File: config.mk
export PLATFORM = sky130hd
export DESIGN_NAME = slow_pulse_timing_generator
export DESIGN_NICKNAME = d
export VERILOG_FILES = /design/src/common/slow_pulse_pkg.sv /design/src/design/slow_pulse_timing_generator.sv /design/src/design/sync_bank.sv
export SDC_FILE = /design/constraint.sdc
export NUM_CORES = 1
export LEC_CHECK = 0
export BUFFER_PORTS_ARGS = -buffer_cell sky130_fd_sc_hd__buf_4
export CORE_UTILIZATION = 54
export DETAILED_ROUTE_END_ITERATION = 6
export PLACE_DENSITY = 0.81
export SLEW_MARGIN = 10
export SYNTH_ARGS = -nofsm -noshare
export SYNTH_HDL_FRONTEND = slang
export SYNTH_SLANG_ARGS = --single-unit
File: constraint.sdc
create_clock -name mclk_i -period 3.9 [get_ports mclk_i]
set_input_delay 0.585 -clock mclk_i [delete_from_list [all_inputs] [get_ports mclk_i]]
set_output_delay 0.585 -clock mclk_i [all_outputs]
set_load 0.02 [all_outputs]
File: src/common/slow_pulse_pkg.sv
// Shared constants and types for the slow pulse timing generator
package slow_pulse_pkg;

    // Widths and counts
    localparam int PHASE_CNT   = 4;
    localparam int SYNC_STAGES = 2;
    localparam int SYNC_WIDTH  = 7;

    // Positions in the synchroniser bank (phase 1 sits at bit 0)
    localparam int IDX_PH2   = 1;
    localparam int IDX_PH3   = 2;
    localparam int IDX_PH4   = 3;
    localparam int IDX_LATE4 = 4;
    localparam int IDX_REF   = 5;
    localparam int IDX_PASS  = 6;

    // Values after reset
    localparam logic                  RST_FLOP  = 1'b0;
    localparam logic [PHASE_CNT-1:0]  RST_PHASE = 4'h0;
    localparam logic [SYNC_WIDTH-1:0] RST_SYNC  = 7'h00;

    // Reference pulses per slow pulse, as the last count of a 0..3 counter
    localparam logic [1:0] REF_LAST = 2'h3;
    localparam logic [1:0] REF_ZERO = 2'h0;
    localparam logic [1:0] REF_ONE  = 2'h1;

    // Slow sequence states, one-hot
    typedef enum logic [3:0] {
        SEQ_IDLE = 4'b0001,
        SEQ_P2   = 4'b0010,
        SEQ_P3   = 4'b0100,
        SEQ_P4   = 4'b1000
    } seq_state_e;

endpackage

File: src/design/slow_pulse_timing_generator.sv
// Drum phase pulse distributor and 91 pps slow pulse generator
//
// Contract
// - Four phase gate paths, all opened together by the timing pass level.
// - Each gated phase pulse drives storage, drum, computer and test consumers.
// - Two divider stages, flop plus gate each, take 364 pps to 91 pps.
// - First stage emits 182 pps, sole input of the second stage.
// - Reference toggles flop A; passes gate A only if A already set.
// - Gate A pulse toggles flop B; gate B passes when both set.
// - Fourth reference pulse clears both flops; one output per four inputs.
// - 91 pps pulses reach the synchroniser only while pass level is high.
// - Admitted pulse arms; armed sync gate passes next late phase-4 pulse.
// - Phase-2 slow pulse disarms before the next late phase-4 pulse.
// - Sync pulse starts one phase-2, phase-3, phase-4 slow sequence, then stops.
`timescale 1ns/100ps
`default_nettype none
module slow_pulse_timing_generator
    import slow_pulse_pkg::*;
#(
    parameter int PHASES = PHASE_CNT
) (
    // Clock and synchronous reset
    input  wire logic              mclk_i,
    input  wire logic              srst_i,
    // Drum timing source and test equipment
    input  wire logic [PHASES-1:0] drum_phase_pulse_i,
    input  wire logic              late_phase4_pulse_i,
    input  wire logic              ref_pulse_i,
    input  wire logic              timing_pass_level_i,
    // Gated phase pulses to the four consumers
    output logic      [PHASES-1:0] store_phase_o,
    output logic      [PHASES-1:0] drum_phase_o,
    output logic      [PHASES-1:0] comp_phase_o,
    output logic      [PHASES-1:0] test_phase_o,
    // Divider outputs
    output logic                   div182_pulse_o,
    output logic                   div91_pulse_o,
    // Synchronised slow pulses
    output logic                   slow_sync_pulse_o,
    output logic                   phase2_slow_pulse_o,
    output logic                   phase3_slow_pulse_o,
    output logic                   phase4_slow_pulse_o
);

    ////////////////////////////////////////////////////////////////////////
    // Input synchronisation

    logic [SYNC_WIDTH-1:0] pin_raw;
    logic [SYNC_WIDTH-1:0] pin_sync;
    logic [SYNC_WIDTH-1:0] pin_prev_ff;
    logic [SYNC_WIDTH-1:0] nxt_pin_prev;

    // Every input crosses in from the drum timing source or the test equipment
    assign pin_raw = {timing_pass_level_i, ref_pulse_i, late_phase4_pulse_i,
                      drum_phase_pulse_i};

    sync_bank #(
        .WIDTH (SYNC_WIDTH)
    ) u_sync (
        .mclk_i  (mclk_i),
        .srst_i  (srst_i),
        .async_i (pin_raw),
        .sync_o  (pin_sync)
    );

    // Previous synced value, for rising edge detection
    always_comb begin
        nxt_pin_prev = pin_sync;
    end

    always_ff @(posedge mclk_i) begin
        if (srst_i) begin
            pin_prev_ff <= RST_SYNC;
        end else begin
            pin_prev_ff <= nxt_pin_prev;
        end
    end

    ////////////////////////////////////////////////////////////////////////
    // Event decode

    logic              pass_lvl;
    logic [PHASES-1:0] phase_gated;
    logic [PHASES-1:0] phase_gated_prev;
    logic [PHASES-1:0] phase_evt;
    logic              late4_evt;
    logic              ref_evt;

    // Wide pulses count once: only rising edges drive the slow logic
    assign pass_lvl         = pin_sync[IDX_PASS];
    assign phase_gated      = pin_sync[PHASES-1:0] & {PHASES{pass_lvl}};
    assign phase_gated_prev = pin_prev_ff[PHASES-1:0] & {PHASES{pass_lvl}};
    assign phase_evt        = phase_gated & ~phase_gated_prev;
    assign late4_evt        = pass_lvl & pin_sync[IDX_LATE4] & ~pin_prev_ff[IDX_LATE4];
    assign ref_evt          = pin_sync[IDX_REF] & ~pin_prev_ff[IDX_REF];

    ////////////////////////////////////////////////////////////////////////
    // Phase pulse fan-out

    logic [PHASES-1:0] fan_ff      [PHASES];
    logic [PHASES-1:0] nxt_fan     [PHASES];

    // One register per consumer so each output comes from its own flop
    genvar gi;
    generate
        for (gi = 0; gi < PHASES; gi++) begin : g_fan
            always_comb begin
                nxt_fan[gi] = phase_gated;
            end

            always_ff @(posedge mclk_i) begin
                if (srst_i) begin
                    fan_ff[gi] <= RST_PHASE;
                end else begin
                    fan_ff[gi] <= nxt_fan[gi];
                end
            end
        end
    endgenerate

    assign store_phase_o = fan_ff[0];
    assign drum_phase_o  = fan_ff[1];
    assign comp_phase_o  = fan_ff[2];
    assign test_phase_o  = fan_ff[3];

    ////////////////////////////////////////////////////////////////////////
    // Divide by four

    logic divider_a_flop_ff;
    logic divider_b_flop_ff;
    logic div182_ff;
    logic div91_ff;
    logic nxt_divider_a_flop;
    logic nxt_divider_b_flop;
    logic nxt_div182;
    logic nxt_div91;
    logic divider_a_gate;
    logic divider_b_gate;

    // Gates look at the flops before the pulse toggles them
    assign divider_a_gate = ref_evt & divider_a_flop_ff;
    assign divider_b_gate = divider_a_gate & divider_b_flop_ff;

    always_comb begin
        nxt_divider_a_flop = divider_a_flop_ff ^ ref_evt;
        nxt_divider_b_flop = divider_b_flop_ff ^ divider_a_gate;
        nxt_div182         = divider_a_gate;
        nxt_div91          = divider_b_gate;
    end

    always_ff @(posedge mclk_i) begin
        if (srst_i) begin
            divider_a_flop_ff <= RST_FLOP;
            divider_b_flop_ff <= RST_FLOP;
            div182_ff         <= RST_FLOP;
            div91_ff          <= RST_FLOP;
        end else begin
            divider_a_flop_ff <= nxt_divider_a_flop;
            divider_b_flop_ff <= nxt_divider_b_flop;
            div182_ff         <= nxt_div182;
            div91_ff          <= nxt_div91;
        end
    end

    assign div182_pulse_o = div182_ff;
    assign div91_pulse_o  = div91_ff;

    ////////////////////////////////////////////////////////////////////////
    // Arm flop and sync gate

    logic slow_arm_flop_ff;
    logic sync_ff;
    logic nxt_slow_arm_flop;
    logic nxt_sync;
    logic slow_admit_gate;
    logic slow_sync_gate;
    logic p2_slow_evt;

    // Unit loop tests drop the pass level and starve the synchroniser
    assign slow_admit_gate = divider_b_gate & pass_lvl;
    assign slow_sync_gate  = slow_arm_flop_ff & late4_evt;

    // A fresh admit wins over the phase-2 clear in the same cycle
    always_comb begin
        nxt_slow_arm_flop = slow_admit_gate | (slow_arm_flop_ff & ~p2_slow_evt);
        nxt_sync          = slow_sync_gate;
    end

    always_ff @(posedge mclk_i) begin
        if (srst_i) begin
            slow_arm_flop_ff <= RST_FLOP;
            sync_ff          <= RST_FLOP;
        end else begin
            slow_arm_flop_ff <= nxt_slow_arm_flop;
            sync_ff          <= nxt_sync;
        end
    end

    assign slow_sync_pulse_o = sync_ff;

    ////////////////////////////////////////////////////////////////////////
    // Pulse-stop sequence

    seq_state_e seq_ff;
    seq_state_e nxt_seq;
    logic       p2_ff;
    logic       p3_ff;
    logic       p4_ff;
    logic       nxt_p2;
    logic       nxt_p3;
    logic       nxt_p4;
    logic       pulse_stop_flop;

    // Any state but idle stands for the pulse-stop flop being set
    assign pulse_stop_flop = (seq_ff != SEQ_IDLE);
    assign p2_slow_evt     = (seq_ff == SEQ_P2) & phase_evt[IDX_PH2];

    always_comb begin
        nxt_seq = seq_ff;
        nxt_p2  = 1'b0;
        nxt_p3  = 1'b0;
        nxt_p4  = 1'b0;
        case (seq_ff)
            SEQ_IDLE: begin
                if (slow_sync_gate) begin
                    nxt_seq = SEQ_P2;
                end
            end
            SEQ_P2: begin
                if (phase_evt[IDX_PH2]) begin
                    nxt_p2  = 1'b1;
                    nxt_seq = SEQ_P3;
                end
            end
            SEQ_P3: begin
                if (phase_evt[IDX_PH3]) begin
                    nxt_p3  = 1'b1;
                    nxt_seq = SEQ_P4;
                end
            end
            SEQ_P4: begin
                if (phase_evt[IDX_PH4]) begin
                    nxt_p4  = 1'b1;
                    nxt_seq = SEQ_IDLE;
                end
            end
            default: begin
                nxt_seq = SEQ_IDLE;
            end
        endcase
    end

    always_ff @(posedge mclk_i) begin
        if (srst_i) begin
            seq_ff <= SEQ_IDLE;
            p2_ff  <= RST_FLOP;
            p3_ff  <= RST_FLOP;
            p4_ff  <= RST_FLOP;
        end else begin
            seq_ff <= nxt_seq;
            p2_ff  <= nxt_p2;
            p3_ff  <= nxt_p3;
            p4_ff  <= nxt_p4;
        end
    end

    assign phase2_slow_pulse_o = p2_ff;
    assign phase3_slow_pulse_o = p3_ff;
    assign phase4_slow_pulse_o = p4_ff;

    ////////////////////////////////////////////////////////////////////////
    // Checks

    logic [1:0] ref_cnt_ff;

    // Helper: reference pulses modulo four, for the ratio check
    always_ff @(posedge mclk_i) begin
        if (srst_i) begin
            ref_cnt_ff <= REF_ZERO;
        end else if (ref_evt) begin
            ref_cnt_ff <= ref_cnt_ff + REF_ONE;
        end
    end
endmodule
`default_nettype wire

File: src/design/sync_bank.sv
// Two-flop synchroniser bank for asynchronous pin inputs
`timescale 1ns/100ps
`default_nettype none
module sync_bank
    import slow_pulse_pkg::*;
#(
    parameter int WIDTH = SYNC_WIDTH
) (
    // Clock and reset
    input  wire logic             mclk_i,
    input  wire logic             srst_i,
    // Raw and synchronised levels
    input  wire logic [WIDTH-1:0] async_i,
    output logic      [WIDTH-1:0] sync_o
);

    logic [WIDTH-1:0] meta_ff;
    logic [WIDTH-1:0] sync_ff;
    logic [WIDTH-1:0] nxt_meta;
    logic [WIDTH-1:0] nxt_sync;

    // First stage feeds only the second stage
    always_comb begin
        nxt_meta = async_i;
        nxt_sync = meta_ff;
    end

    always_ff @(posedge mclk_i) begin
        if (srst_i) begin
            meta_ff <= {WIDTH{1'b0}};
            sync_ff <= {WIDTH{1'b0}};
        end else begin
            meta_ff <= nxt_meta;
            sync_ff <= nxt_sync;
        end
    end

    assign sync_o = sync_ff;

endmodule
`default_nettype wire

==> reports/qor.yml <==
run_status:
  status: "completed"
yosys:
  synth-seq-cells: 36
  ys_warn_count: 0
  syn-num-nets: 123
  avgSynthCellArea_um2: 10.8
  yosysSeqAreaShare_pct: 59.5
  yosys.area.top_type_share_pct: 59.5
  postSynthCellCount: 112
  synth_area_leader_cell: "dfxtp_1"
  synth_cell_types: 23
  synth_area_leaders: "dfxtp_1 60%, nor2b_1 13%, buf_4 7.4%, nor4b_1 2.2%, ha_1 2.1%"
  netlist_area_um2: 1210
final_layout:
  num-fill-cells: 155
  register_area_um2: 721
  final_cell_mix: "36 x dfxtp_1, 30 x buf_4, 25 x nor2b_1"
  stdcell_count: 162
  fin_nets: 145
  layout-drive-gt1-share_pct: 27.4
  final_common_cell: "dfxtp_1"
  syn2layout_area_growth_pct: 17.9
  stdcell_area_um2: 1430
  multiInputGateArea_um2: 385
  diodes: 0
timing:
  post-route-min-period_ns: 1.45
  hold_viol_final: 0
  slew_headroom_pct: 73.6
  setup_viol: 0
  period_share_pct: 37.3
  max_freq_mhz: 688
  final.setup_skew_ns: 0.00571
  drv_slew: 0
  rsz0062_at_grt: "no"
  tightestPinTransition_ns: 0.391
  setup-tns-final_ns: 0
  hold-worst-slack_ns: 0.419
worst_setup_path:
  crit_type: "reg -> out"
  cp_top_family: "flip-flops"
  worstPathMaxFanout: 4
  timing.critical_path.buf_inv: 1
  arrival_ns: 0.87
  start_kind: "flip-flop"
  crit_path_top_delay_cell: "dfxtp_1"
  crit_path_max_incr_delay_ns: 0.38
  cp-end-kind: "output pin"
  cp_cell_sequence: "buf_4"
  worstPathRequired_ns: 3.31
cts:
  clock_latency_ns: 0.32
  ctsLongestPathBuffers: 2
  postCtsSetupRepairBufs: 0
  ctsResizeCount: 0
  cts_made_buffers: 5
  cts.sinks: 36
  cts.clk_slew.worst_paths_ns: 0.10
  cts_root_buffer: "clkbuf_4"
  cts_hold_buf: 0
  h-tree-depth: 2
  cts_tree: "yes"
grt:
  antenna_found_initial: 0
  grt_overflow_total: 0
  grt_usage_pct: 14.7
  grt_max_degree: 34
  grt_pass1_vias: 633
  grt_first_pass_wirelength_um: 2630
routing:
  drc: 0
  drt_iter0_markers: 6
  ant_nets: 0
  viasPerCell: 4.60
  vias: 745
  firstDrtPassIters: 4
  wl_per_cell_um: 9.31
  routed_wl_um: 1510
flow_run:
  maxCapViolCount: 0
die:
  initial_core_util_pct: 59.3
  fp.dieW_um: 49.4
  rows: 16
  dieHeight_um: 49.4
  core-area_um2: 2040
  die-area_um2: 2440
  pin_count: 31
pwr:
  p_per_area_nw_per_um2: 419
  ir_worst_vdd_v: 0.000316
  p_sw_w: 0.000121
  pwr-share-comb_pct: 3.5
  swShare_pct: 20.2
  internal_power_w: 0.000477
  p_clk_share_pct: 33.0
  power.leakage_nw: 0.616
  p_seq_share_pct: 63.4
hold_path:
  holdCritPathClass: "reg -> reg"
placed_design:
  place_inst: 154
  gp_congestion: 0.789
  io_buffers: 30
  hpwl_um: 1070
  dpl_cell_area_um2: 1370
==> metal layers <==
| layer | wire (um) | track usage (%) | vias to the layer above |
|---|---|---|---|
| met1 | 679 | 16.7 | 327 |
| met3 | 68 | 7.48 | 3 |
| met5 | 0 | 0 | - |
| li1 | - | - | 397 |
| met2 | 736 | 23.1 | 18 |
| met4 | 23 | 5.88 | 0 |
==> logic make-up (layout without fill, tap and decap cells) <==
logic type / count (synthesis) / count (layout) / share of synthesized area, %
AOI/OAI and AO/OA: 10 / 10 / 5.06
adders and majority gates: 2 / 2 / 2.07
and+or+nand+nor: 47 / 47 / 24.0
buffers and inverters: 16 / 39 / 8.68
DFF: 36 / 36 / 59.5
xor gates and xnor gates: 1 / 1 / 0.723
==> registers in the layout (all words and copies together), names as in the netlist <==
signal	count
u_sync.sync_o	7
u_sync.meta_ff	7
div91_pulse_o	1
pin_prev_ff	5
slow_arm_flop_ff	1
div182_pulse_o	1
divider_b_flop_ff	1
divider_a_flop_ff	1
phase3_slow_pulse_o	1
seq_ff	4
phase4_slow_pulse_o	1
slow_sync_pulse_o	1
phase2_slow_pulse_o	1
fan_ff	4
==> stage by stage <==
stage | setup WS [ns] | total power (W) | utilization, %
after floorplan | 2.63 | 0.000401 | -
after global placement | 2.45 | 0.000409 | 67.0
after detailed placement | 2.47 | 0.000410 | 67.0
after CTS | 2.43 | 0.000606 | 69.9
after global routing | 2.33 | 0.000628 | 69.9
final | 2.45 | 0.000599 | 69.9
==> synth_stat cells <==
cell	count
dfxtp_1	36
nor2b_1	25
buf_4	12
nor2_1	5
o21ai_0	4
a21oi_1	3
and2_1	3
clkbuf_1	3
nand2_1	3
nor4b_1	3
ha_1	2
nand2b_1	2
a21oi_2	1
a221o_1	1
inv_1	1
nand3_1	1
nand3b_1	1
nand4b_1	1
o211ai_1	1
or2_1	1
or3b_1	1
or4b_1	1
xor2_1	1
==> power by group through the flow <==
stage	logic, W	clock network, W	registers (W)
floorplan	0.0000131	0	0.000388
global placement	0.0000207	0	0.000388
detailed placement	0.0000213	0	0.000388
CTS	0.0000213	0.000205	0.000380
global route	0.0000237	0.000223	0.000381
finish	0.0000211	0.000198	0.000380
==> final cells by class <==
cell class,count,share of cell area [%]
Clock buffer,8,4.12
Inverter,1,0.263
Multi-Input combinational cell,60,27.0
Sequential cell,36,50.5
Tap cell,27,2.37
Timing Repair Buffer,30,15.8
==> path summary, 6_finish.rpt <==
kind	startpoint	end	slack (ns)	cells after the start
min reg2reg	pin_prev_ff[3]$_SDFF_PP0_	phase4_slow_pulse_o$_SDFF_PP0_	0.42	1
min	pin_prev_ff[3]$_SDFF_PP0_	phase4_slow_pulse_o$_SDFF_PP0_	0.42	1
max reg2reg	seq_ff[1]$_SDFFE_PP0P_	seq_ff[0]$_SDFFE_PP1P_	2.48	3
max	fan_ff[3][1]$_SDFF_PP0_	test_phase_o[1]	2.45	1
Note: power is estimated with default switching activity, not from simulation.
